$ cat src/inc/sdes_regs.svh
// Purpose: Register numbers, field positions, reset values and codes for drop-event status.
// Assumes: Registers are reached by their register number on a simple strobe port.
// Notes:   Definitions only.
`ifndef SDES_REGS_SVH
`define SDES_REGS_SVH

`define SDES_REG_NUM_W        16
`define SDES_OFS_IMASK        16'h1880
`define SDES_OFS_STATUS       16'h1881

`define SDES_IMASK_BIT        0
`define SDES_IMASK_RESET      1'h1

`define SDES_PEND_BIT         0
`define SDES_A_VALID_BIT      1
`define SDES_A_PORT_LSB       2
`define SDES_A_REASON_LSB     4
`define SDES_B_VALID_BIT      8
`define SDES_B_PORT_LSB       9
`define SDES_B_REASON_LSB     11
`define SDES_USED_MSB         14

`define SDES_PORT_RESERVED    2'h3

`define SDES_RSN_UNTAGGED     4'h0
`define SDES_RSN_MISS_SRC_NM  4'h1
`define SDES_RSN_SRC_NOFWD    4'h2
`define SDES_RSN_DST_NOFWD    4'h3
`define SDES_RSN_DST_NM       4'h4
`define SDES_RSN_SRC_NM       4'h5
`define SDES_RSN_UNK_UCAST    4'h6
`define SDES_RSN_UNK_MCAST    4'h7
`define SDES_RSN_BCAST_LIMIT  4'h8
`define SDES_RSN_MISS_NOFWD   4'h9
`define SDES_RSN_SAME_PORT    4'hA
`define SDES_RSN_FILTERED     4'hB
`define SDES_RSN_VID_ONES     4'hE

`endif

$ cat src/inc/sdes_pkg.sv
// Purpose: Types shared by the drop-event status logic.
// Assumes: Codes come from sdes_regs.svh.
// Notes:   None.
`include "sdes_regs.svh"
package sdes_pkg;
   typedef logic [3:0] sdes_reason_t;
   typedef logic [1:0] sdes_port_t;
   typedef logic [`SDES_REG_NUM_W-1:0] sdes_reg_num_t;
endpackage

$ cat src/sdes_reason_enc.sv
// Purpose: Classifies one forwarding decision into a drop flag and a drop reason code.
// Assumes: Condition inputs are valid in the cycle of check_valid.
// Notes:   Fixed priority; the first matching cause is reported.
`timescale 1ns/1ps
`default_nettype none
`include "sdes_regs.svh"
module sdes_reason_enc
   import sdes_pkg::*;
(
   input  wire logic                 check_valid,      // One decision to classify
   input  wire logic                 tagged_only_admission, // Only tagged frames admitted
   input  wire logic                 pkt_untagged,     // Untagged or priority tagged
   input  wire logic                 vid_all_ones,     // VLAN id is all ones
   input  wire logic                 bcast_over_limit, // Broadcast over throttle limit
   input  wire logic                 da_hit,           // Destination in lookup table
   input  wire logic                 da_unicast,       // Destination is unicast
   input  wire logic                 da_multicast,     // Destination is multicast
   input  wire logic                 member_check,     // Ingress membership checking on
   input  wire logic                 admit_non_member, // Non-member admission on
   input  wire logic                 src_member,       // Source port in incoming VLAN
   input  wire logic                 dst_member,       // Destination port in incoming VLAN
   input  wire logic                 src_forwarding,   // Source port forwarding
   input  wire logic                 dst_forwarding,   // Destination port forwarding
   input  wire logic                 drop_unknown,     // Unknown unicast discard on
   input  wire logic                 filter_multicast, // Unknown multicast filter on
   input  wire logic                 same_port,        // Source equals destination
   input  wire logic                 entry_filter,     // Table entry filter flag
   output logic                      drop,             // Decision is a drop
   output sdes_pkg::sdes_reason_t    reason            // Drop reason code
);
   import sdes_pkg::*;

   always_comb begin
      drop   = check_valid;
      reason = `SDES_RSN_UNTAGGED;
      if (vid_all_ones) begin
         reason = `SDES_RSN_VID_ONES;
      end else if (tagged_only_admission && pkt_untagged) begin
         reason = `SDES_RSN_UNTAGGED;
      end else if (bcast_over_limit) begin
         reason = `SDES_RSN_BCAST_LIMIT;
      end else if (!da_hit) begin
         if (!src_forwarding) begin
            reason = `SDES_RSN_MISS_NOFWD;
         end else if (member_check && !admit_non_member && !src_member) begin
            reason = `SDES_RSN_MISS_SRC_NM;
         end else if (drop_unknown && da_unicast) begin
            reason = `SDES_RSN_UNK_UCAST;
         end else if (filter_multicast && da_multicast) begin
            reason = `SDES_RSN_UNK_MCAST;
         end else begin
            drop = 1'b0;
         end
      end else if (!src_forwarding) begin
         reason = `SDES_RSN_SRC_NOFWD;
      end else if (!dst_forwarding) begin
         reason = `SDES_RSN_DST_NOFWD;
      end else if (member_check && !dst_member) begin
         reason = `SDES_RSN_DST_NM;
      end else if (member_check && !admit_non_member && !src_member) begin
         reason = `SDES_RSN_SRC_NM;
      end else if (same_port) begin
         reason = `SDES_RSN_SAME_PORT;
      end else if (entry_filter) begin
         reason = `SDES_RSN_FILTERED;
      end else begin
         drop = 1'b0;
      end
   end
endmodule
`default_nettype wire

$ cat src/sdes_status.sv
// Purpose: Drop-event status register with two records, pending flag and engine mask.
// Assumes: Register port strobes are one-cycle pulses synchronous to clk.
// Notes:   Read data is registered and returned one cycle after the read strobe.
//
// Behaviour
// - Two drop records held for software at once.
// - Engine mask gates every source onto interrupt.
// - Mask resets set; gates output, not status.
// - Untagged under tagged-only admission gives 0000.
// - Miss, non-member source, checks on gives 0001.
// - Hit: source 0010, destination 0011 not forwarding.
// - Hit: destination 0100, source 0101 not member.
// - Unknown unicast 0110, unknown multicast 0111.
// - Broadcast over throttle limit gives 1000.
// - Miss with source not forwarding gives 1001.
// - Hit: same port 1010, filter flag 1011.
// - All-ones VLAN identifier gives 1110.
// - Port field two bits, A 3:2, B 10:9.
// - B valid only with captured B fields.
// - A valid only with captured A fields.
// - Record A uses record B's reason codes.
// - Pending on any drop not from the reserved port; all clear on read.
`timescale 1ns/1ps
`default_nettype none
`include "sdes_regs.svh"
module sdes_status
   import sdes_pkg::*;
(
   input  wire logic                 clk,              // Switch core clock
   input  wire logic                 nrst,             // Asynchronous reset, active low
   input  wire logic                 reg_rd,           // Register read strobe
   input  wire logic                 reg_wr,           // Register write strobe
   input  wire sdes_pkg::sdes_reg_num_t reg_num,       // Register number
   input  wire logic [31:0]          reg_wdata,        // Write data
   output logic [31:0]               reg_rdata,        // Read data, registered
   output logic                      reg_rack,         // Read data valid pulse
   input  wire logic                 check_valid,      // One forwarding decision
   input  wire sdes_pkg::sdes_port_t src_port,         // Ingress port of the decision
   input  wire logic                 tagged_only_admission, // Only tagged frames admitted
   input  wire logic                 pkt_untagged,     // Untagged or priority tagged
   input  wire logic                 vid_all_ones,     // VLAN id is all ones
   input  wire logic                 bcast_over_limit, // Broadcast over throttle limit
   input  wire logic                 da_hit,           // Destination in lookup table
   input  wire logic                 da_unicast,       // Destination is unicast
   input  wire logic                 da_multicast,     // Destination is multicast
   input  wire logic                 member_check,     // Ingress membership checking on
   input  wire logic                 admit_non_member, // Non-member admission on
   input  wire logic                 src_member,       // Source port in incoming VLAN
   input  wire logic                 dst_member,       // Destination port in incoming VLAN
   input  wire logic                 src_forwarding,   // Source port forwarding
   input  wire logic                 dst_forwarding,   // Destination port forwarding
   input  wire logic                 drop_unknown,     // Unknown unicast discard on
   input  wire logic                 filter_multicast, // Unknown multicast filter on
   input  wire logic                 same_port,        // Source equals destination
   input  wire logic                 entry_filter,     // Table entry filter flag
   output logic                      drop_irq          // Engine interrupt, active high
);
   import sdes_pkg::*;

   logic         drop;
   sdes_reason_t reason;
   logic         event_ok;
   logic         stat_rd;

   logic         pend_q,   pend_d;
   logic         a_vld_q,  a_vld_d;
   sdes_port_t   a_port_q, a_port_d;
   sdes_reason_t a_rsn_q,  a_rsn_d;
   logic         b_vld_q,  b_vld_d;
   sdes_port_t   b_port_q, b_port_d;
   sdes_reason_t b_rsn_q,  b_rsn_d;
   logic         mask_q,   mask_d;
   logic [31:0]  rdata_q,  rdata_d;
   logic         rack_q,   rack_d;
   logic [31:0]  status_word;

   sdes_reason_enc u_enc (
      .check_valid           (check_valid),
      .tagged_only_admission (tagged_only_admission),
      .pkt_untagged          (pkt_untagged),
      .vid_all_ones          (vid_all_ones),
      .bcast_over_limit      (bcast_over_limit),
      .da_hit                (da_hit),
      .da_unicast            (da_unicast),
      .da_multicast          (da_multicast),
      .member_check          (member_check),
      .admit_non_member      (admit_non_member),
      .src_member            (src_member),
      .dst_member            (dst_member),
      .src_forwarding        (src_forwarding),
      .dst_forwarding        (dst_forwarding),
      .drop_unknown          (drop_unknown),
      .filter_multicast      (filter_multicast),
      .same_port             (same_port),
      .entry_filter          (entry_filter),
      .drop                  (drop),
      .reason                (reason)
   );

   // A decision from the reserved port code is discarded whole, so no record can carry it.
   assign event_ok = drop && (src_port != `SDES_PORT_RESERVED);
   assign stat_rd  = reg_rd && (reg_num == `SDES_OFS_STATUS);

   always_comb begin
      status_word = 32'h0000_0000;
      status_word[`SDES_PEND_BIT]                        = pend_q;
      status_word[`SDES_A_VALID_BIT]                     = a_vld_q;
      status_word[`SDES_A_PORT_LSB +: 2]                 = a_port_q;
      status_word[`SDES_A_REASON_LSB +: 4]               = a_rsn_q;
      status_word[`SDES_B_VALID_BIT]                     = b_vld_q;
      status_word[`SDES_B_PORT_LSB +: 2]                 = b_port_q;
      status_word[`SDES_B_REASON_LSB +: 4]               = b_rsn_q;
   end

   // A read clears first and a same-cycle drop is then applied, so the set wins over the clear.
   always_comb begin
      pend_d   = pend_q;
      a_vld_d  = a_vld_q;
      a_port_d = a_port_q;
      a_rsn_d  = a_rsn_q;
      b_vld_d  = b_vld_q;
      b_port_d = b_port_q;
      b_rsn_d  = b_rsn_q;
      if (stat_rd) begin
         pend_d   = 1'b0;
         a_vld_d  = 1'b0;
         a_port_d = 2'h0;
         a_rsn_d  = 4'h0;
         b_vld_d  = 1'b0;
         b_port_d = 2'h0;
         b_rsn_d  = 4'h0;
      end
      if (event_ok) begin
         pend_d = 1'b1;
         if (!a_vld_d) begin
            a_vld_d  = 1'b1;
            a_port_d = src_port;
            a_rsn_d  = reason;
         end else if (!b_vld_d) begin
            b_vld_d  = 1'b1;
            b_port_d = src_port;
            b_rsn_d  = reason;
         end
      end
   end

   always_comb begin
      mask_d = mask_q;
      if (reg_wr && (reg_num == `SDES_OFS_IMASK)) begin
         mask_d = reg_wdata[`SDES_IMASK_BIT];
      end
      rack_d  = reg_rd;
      rdata_d = 32'h0000_0000;
      if (reg_rd) begin
         case (reg_num)
            `SDES_OFS_IMASK: begin
               rdata_d[`SDES_IMASK_BIT] = mask_q;
            end
            `SDES_OFS_STATUS: begin
               rdata_d = status_word;
            end
            default: begin
               rdata_d = 32'h0000_0000;
            end
         endcase
      end
   end

   always_ff @(posedge clk or negedge nrst) begin
      if (!nrst) begin
         pend_q   <= 1'b0;
         a_vld_q  <= 1'b0;
         a_port_q <= 2'h0;
         a_rsn_q  <= 4'h0;
         b_vld_q  <= 1'b0;
         b_port_q <= 2'h0;
         b_rsn_q  <= 4'h0;
         mask_q   <= `SDES_IMASK_RESET;
         rdata_q  <= 32'h0000_0000;
         rack_q   <= 1'b0;
      end else begin
         pend_q   <= pend_d;
         a_vld_q  <= a_vld_d;
         a_port_q <= a_port_d;
         a_rsn_q  <= a_rsn_d;
         b_vld_q  <= b_vld_d;
         b_port_q <= b_port_d;
         b_rsn_q  <= b_rsn_d;
         mask_q   <= mask_d;
         rdata_q  <= rdata_d;
         rack_q   <= rack_d;
      end
   end

   assign reg_rdata = rdata_q;
   assign reg_rack  = rack_q;
   // The mask only gates the output; captured status keeps accumulating underneath.
   assign drop_irq  = pend_q && !mask_q;
endmodule
`default_nettype wire

$ cat config.mk
export PLATFORM = sky130hd
export DESIGN_NAME = sdes_status
export DESIGN_NICKNAME = d
export VERILOG_FILES = /design/src/inc/sdes_pkg.sv /design/src/sdes_reason_enc.sv /design/src/sdes_status.sv
export VERILOG_INCLUDE_DIRS = /design/src /design/src/inc
export SDC_FILE = /design/constraint.sdc
export NUM_CORES = 1
export LEC_CHECK = 0
export BUFFER_PORTS_ARGS = -buffer_cell sky130_fd_sc_hd__buf_2
export CAP_MARGIN = 20
export CORE_ASPECT_RATIO = 1.1
export CORE_MARGIN = 1.5
export CORE_UTILIZATION = 42
export DETAILED_ROUTE_END_ITERATION = 7
export MAX_ROUTING_LAYER = met4
export PLACE_DENSITY = 0.83
export SLEW_MARGIN = 20
export SYNTH_ARGS = -nofsm -noshare
export SYNTH_HDL_FRONTEND = slang
export SYNTH_SLANG_ARGS = --single-unit
$ cat constraint.sdc
create_clock -name clk -period 1.55 [get_ports clk]
set_clock_uncertainty 0.15 [all_clocks]
set_input_delay 0.31 -clock clk [delete_from_list [all_inputs] [get_ports clk]]
set_output_delay 0.31 -clock clk [all_outputs]
set_load 0.02 [all_outputs]
==> impl_metrics.tcl, run 1 <==
set metrics [dict create \
    setup-violations-final 31 \
    r2r_setup_slack_ns 0.20 \
    grt_pass1_vias 1108 \
    ys_ff_latch 32 \
    fin_cells 283 \
    clk_path_buf_depth 2 \
    synthTopCellsByArea "dfrtp_1 48%, buf_4 7.9%, and2_1 6.2%" \
    clkSlewWorstSetupHoldPaths_ns 0.06 \
    antenna_found_initial 0 \
    critPathTopFamily "simple AND/OR/NAND/NOR gates" \
    via_per_inst 4.82 \
    cts_tree "built" \
    max_freq_ghz 0.510 \
    yosys.cell_count.top_type "dfrtp_1" \
    layout.nets 305 \
    root_buffer "clkbuf_8" \
    crit_buf_inv 1 \
    hold_viol_final 0 \
    synthTopCellsByCount "31 x dfrtp_1, 17 x buf_4, 16 x and2_1" \
    power_density_nw_per_um2 875 \
    drive_gt1_share_pct 42.9 \
    synth_area_per_cell_um2 10.6 \
    synth_edf_count 0 \
    setup_slack_ns -0.411 \
    row_count 23 \
    htreeDepth 2 \
    synthToLayoutAreaGrowth_pct 33.8 \
    cp_common_cell "or4_4" \
    yosysTopAreaCell "dfrtp_1" \
    finalSetupTns_ns -10.86 \
    place_hpwl_mm 2.50 \
    pre_cts_ws_ns -0.715 \
    worstRegToRegCells 4 \
    seq_area_frac_synth_pct 49.8 \
    numCtsBuffers 5 \
    end_kind "register" \
    worstPathRequired_ns 1.62 \
    min_path_type "in2reg" \
    die_w_um 62.1 \
    finalCritPeriodShare_pct 127 \
    power_uw 1890 \
    globalRouteTotalUtil_pct 16.4 \
    start_kind "primary input" \
    async_flop_share_pct 100 \
    critPathMaxStageDelay_ns 0.57 \
    vias 1365 \
    post-place-cells 274 \
    syn_inst 152 \
    ant_nets 0 \
    gp_congestion 0.870 \
    final_max_slew_viol_count 0 \
    drc_errors 0 \
    crit_end "a_rsn_q[0]$_DFF_PN0_" \
    n_antenna_cell 0 \
    yosysWarnings 0 \
    ios 106 \
    port_buffers 57 \
    dieArea_um2 4220 \
    p_leak_uw 0.00109 \
    crit_path_start "reg_num[5]" \
    grt_max_degree 33 \
    cp.arrival_ns 2.03 \
    r2r_start "a_vld_q$_DFF_PN0_" \
    syn_area_um2 1610 \
    cp_slowest_cell "or4_4" \
    fin_crit_ns 1.96 \
    violations "setup timing" \
    drt_wl_total_mm 3.24 \
    clk_latency_ns 0.27 \
    synth.distinct_cells 41 \
    drt_first_pass_iters 4 \
    nFillCells 312 \
    worstReg2RegEnd "b_rsn_q[2]$_DFF_PN0_" \
    overflow 0 \
    grt_pass1_wl_mm 4.98 \
    initial_core_util_pct 44.1 \
    clock_sinks 32 \
    drt_iter0_drc 35 \
    fp.coreArea_um2 3650 \
    worst_ir_drop_vdd_mv 0.353 \
    grt_setup_unrepaired "yes" \
    crit_cells 6 \
    critPathKind "in2reg" \
    synth_top_cell_area_share_pct 48.1 \
    crit_chain "buf_6, or4_4, or4_4, o21ai_4, and3_4, a22o_2" \
    chipHeight_um 68.0 \
    maxCapViolCount 0 \
    status "finished, violations left" \
    wl_per_cell_um 11.4 \
    path_max_fanout 4 \
    final_util_pct 59.0 \
    synth_flop_cell "dfrtp_1" \
]
## registers in the layout (all words and copies together) (netlist names)
name       cells
a_port_q       2
a_rsn_q        4
a_vld_q        1
b_port_q       2
b_rsn_q        4
b_vld_q        1
mask_q         1
pend_q         1
reg_rack       1
reg_rdata     15
## layout by cell type (no fill, tap or decap), drive strengths merged, types with 2 or more instances in the layout
cell / n
o2bb2ai: 3
a211oi: 3
or4b: 2
nand3: 6
clkbuf: 7
nor2: 5
or4: 2
dfrtp: 31
o21ai: 6
buf: 76
nor2b: 2
nand2: 13
inv: 2
a21oi: 11
a22o: 5
nor3b: 3
conb: 17
and2: 16
nand3b: 3
nor3: 3
## power by group
group | switching [uW] | internal (uW) | leakage, uW
clock network | 267 | 394 | 0.0000503
logic | 153 | 137 | 0.000636
registers | 32.5 | 902 | 0.000408
total | 452 | 1430 | 0.00109
## how the worst min path moves through the flow
stage	startpoint	end	depth (start not counted)
6_report	reg_rd	reg_rack$_DFF_PN0_	1
5_1_grt	reg_rd	reg_rack$_DFF_PN0_	1
4_1_cts	reg_rd	reg_rack$_DFF_PN0_	1
3_5_place_dp	nrst	reg_rdata[13]$_DFF_PN0_	2
3_3_place_gp	nrst	reg_rdata[10]$_DFF_PN0_	2
2_1_floorplan	nrst	a_port_q[0]$_DFF_PN0_	0
## logic make-up (layout without fill, tap and decap cells)
group,count (synthesis),count (layout),share of synthesized area [%]
compound gates,36,36,17.2
buf+inv,21,86,9.01
other cells,1,17,0.233
flops,32,32,49.8
mux,2,2,1.32
simple gates,60,60,22.4
## per-stage QoR
stage	cell area [um2]	hold slack, ns
CTS	2150	0.0252
finish	2160	0.0298
detailed placement	2030	0.190
global placement	2030	0.188
global route	2160	0.0235
floorplan	1680	-0.136
## worst register-to-register path, cell delays in order (launching register included)
cell	delay (ns)
dfrtp_1	0.44
nor3b_1	0.20
buf_4	0.17
a21oi_1	0.07
a211oi_1	0.23
## repair_timing
| action | 4_1_cts | 5_1_grt |
|---|---|---|
| hold endpoints to repair | 31 | 0 |
| setup buffers | 1 | 0 |
| hold buffers | 1 | 0 |
| pin swaps | 3 | 0 |
| resized for setup | 2 | 1 |
| endpoints found under the setup margin | 31 | 31 |
## metal layers
metal	up-vias	GRT usage (%)	share of wire, %
met1	635	20.7	41
met3	2	3.02	5.6
met2	51	25.5	53
met5	-	-	0
li1	677	-	-
met4	0	6.91	0.59
## layout make-up
cell class | instances | area, um2 | share of cell area, %
multi-input combinational | 115 | 739 | 34.3
inverter | 2 | 7.51 | 0.348
clock buffer | 7 | 96.3 | 4.47
sequential | 32 | 802 | 37.2
tap | 50 | 62.6 | 2.90
timing repair buffer | 77 | 448 | 20.8
(Power assumes the default switching activity.)
==> inputs of run 2 (changes only) <==
--- a/config.mk
+++ b/config.mk
@@ -13,7 +13,7 @@
 export CORE_UTILIZATION = 42
 export DETAILED_ROUTE_END_ITERATION = 7
 export MAX_ROUTING_LAYER = met4
-export PLACE_DENSITY = 0.83
+export PLACE_DENSITY_LB_ADDON = 0.15
 export SLEW_MARGIN = 20
 export SYNTH_ARGS = -nofsm -noshare
 export SYNTH_HDL_FRONTEND = slang
==> run 2 against run 1 <==
  * The flow still finishes with violations (setup timing)
  * Largest power group unchanged
  * Register-to-register slack worse by 0.08 ns
  * First-iteration DRC count is 37% lower
  * Clock power is 16% higher
  * Clock-buffer cell count fell by 1
  * Die area unchanged
  * Core utilization grew 0.14 points
  * Cell count stayed put
  * Cell area increased by 0.23%
  * Via count is essentially flat
  * Critical path type unchanged
  * Critical endpoint is now a_port_q[0]$_DFF_PN0_
  * Setup slack improved by 0.030 ns
  * Worst hold slack got worse by 0.0076 ns
  * Routed wire length increased by 5.6%
==> impl_metrics.tcl, run 2 (synthesis gave the netlist of run 1 again) <==
set metrics [dict create \
    power_density_nw_per_um2 918 \
    clk_latency_ns 0.28 \
    grt_pass1_wl_mm 5.63 \
    critPathKind "in2reg" \
    hold_viol_final 0 \
    critPathMaxStageDelay_ns 0.57 \
    clkSlewWorstSetupHoldPaths_ns 0.06 \
    violations "setup timing" \
    highest_layer "met4" \
    fp.coreArea_um2 3650 \
    finalCritPeriodShare_pct 125 \
    row_count 23 \
    hold_ws_ns 0.0222 \
    clock_sinks 32 \
    numCtsBuffers 5 \
    worst_ir_drop_vdd_mv 0.335 \
    crit_chain "buf_6, or4_4, or4_4, nor2_4, a21oi_4, a22o_2" \
    cp_common_cell "or4_4" \
    fin_crit_ns 1.93 \
    wl_per_cell_um 12.1 \
    wl_met3_um 212 \
    drc_errors 0 \
    via_per_inst 4.82 \
    largest_register_ffs 15 \
    drive_gt1_share_pct 42.1 \
    grt_pass1_vias 1286 \
    crit_buf_inv 1 \
    start_kind "primary input" \
    globalRouteTotalUtil_pct 18.9 \
    final_max_slew_viol_count 0 \
    min_path_type "in2reg" \
    cts_tree "built" \
    port_buffers 57 \
    grt_max_degree 33 \
    initial_core_util_pct 44.1 \
    chipHeight_um 68.0 \
    met1_length_mm 1.42 \
    setup-violations-final 31 \
    place_hpwl_mm 2.64 \
    gp_congestion 0.873 \
    overflow 0 \
    final_cell_mix "56 x buf_2, 31 x dfrtp_1, 17 x conb_1, 17 x buf_4, 16 x and2_1" \
    p_leak_uw 0.00110 \
    drt_iter0_drc 22 \
    synthToLayoutAreaGrowth_pct 34.1 \
    drt_first_pass_iters 4 \
    vias 1364 \
    max_freq_ghz 0.518 \
    dieArea_um2 4220 \
    critPathTopFamily "simple AND/OR/NAND/NOR gates" \
    drt_wl_total_mm 3.42 \
    cp_slowest_cell "or4_4" \
    n_antenna_cell 0 \
    layout.nets 304 \
    path_max_fanout 6 \
    nFillCells 333 \
    setup_slack_ns -0.381 \
    wl_met2_mm 1.70 \
    end_kind "register" \
    power_uw 1980 \
    ios 106 \
    maxCapViolCount 0 \
    layout_commonest_cell "buf_2" \
    htreeDepth 2 \
    status "finished, violations left" \
    antenna_found_initial 0 \
    ant_nets 0 \
    grt_setup_unrepaired "yes" \
    clk_path_buf_depth 2 \
    worstPathRequired_ns 1.58 \
    cp.arrival_ns 1.96 \
    die_w_um 62.1 \
    root_buffer "clkbuf_8" \
]
==> run 2: final cells by class <==
type,count,area (um2),area share [%]
inverters,2,7.51,0.347
well taps,50,62.6,2.90
clock buffers,6,72.6,3.36
multi-input cells,115,741,34.3
flip-flops and latches,32,802,37.1
repair buffers,76,440,20.4
clock inverters,2,35.0,1.62
==> run 2: metal layers <==
metal,vias to the layer above,global-route usage (%)
met5,-,-
met4,0,8.78
met3,8,5.10
met2,58,28.4
met1,623,23.4
li1,675,-
==> run 2: where the power goes <==
part	switching [uW]	total [uW]	internal [uW]	leakage [uW]
registers	32.2	934	902	0.000408
clock network	291	767	476	0.0000552
logic	149	283	134	0.000632
==> run 2: path summary, 6_finish.rpt <==
path / start / to / slack (ns) / cells after the start
max reg2reg: a_vld_q$_DFF_PN0_ / b_rsn_q[2]$_DFF_PN0_ / 0.12 / 4
max: reg_num[5] / a_port_q[0]$_DFF_PN0_ / -0.38 / 6
min in group asynchronous: nrst / b_port_q[1]$_DFF_PN0_ / 0.43 / 3
max in group asynchronous: nrst / mask_q$_DFFE_PN1P_ / 0.51 / 3
min reg2reg: b_port_q[1]$_DFF_PN0_ / reg_rdata[10]$_DFF_PN0_ / 0.34 / 1
min: reg_rd / reg_rack$_DFF_PN0_ / 0.02 / 1
==> run 2: stage by stage <==
stage               std cells  setup TNS (ns)  utilization (%)  setup slack, ns  area [um2]
floorplan                 168          -14.07                -           -0.558        1680
global placement          273          -19.34             55.2           -0.672        2020
detailed placement        273          -19.76             55.2           -0.688        2020
CTS                       282           -9.63             58.9           -0.373        2150
global route              283          -11.57             59.1           -0.428        2160
finish                    283          -10.06             59.1           -0.381        2160
==> run 2: what timing repair did <==
item,in CTS,in global routing
hold buffers,1,0
setup buffers,0,1
setup endpoints to repair,31,31
pin swaps,4,0
resized for setup,3,0
hold endpoints to repair,31,0
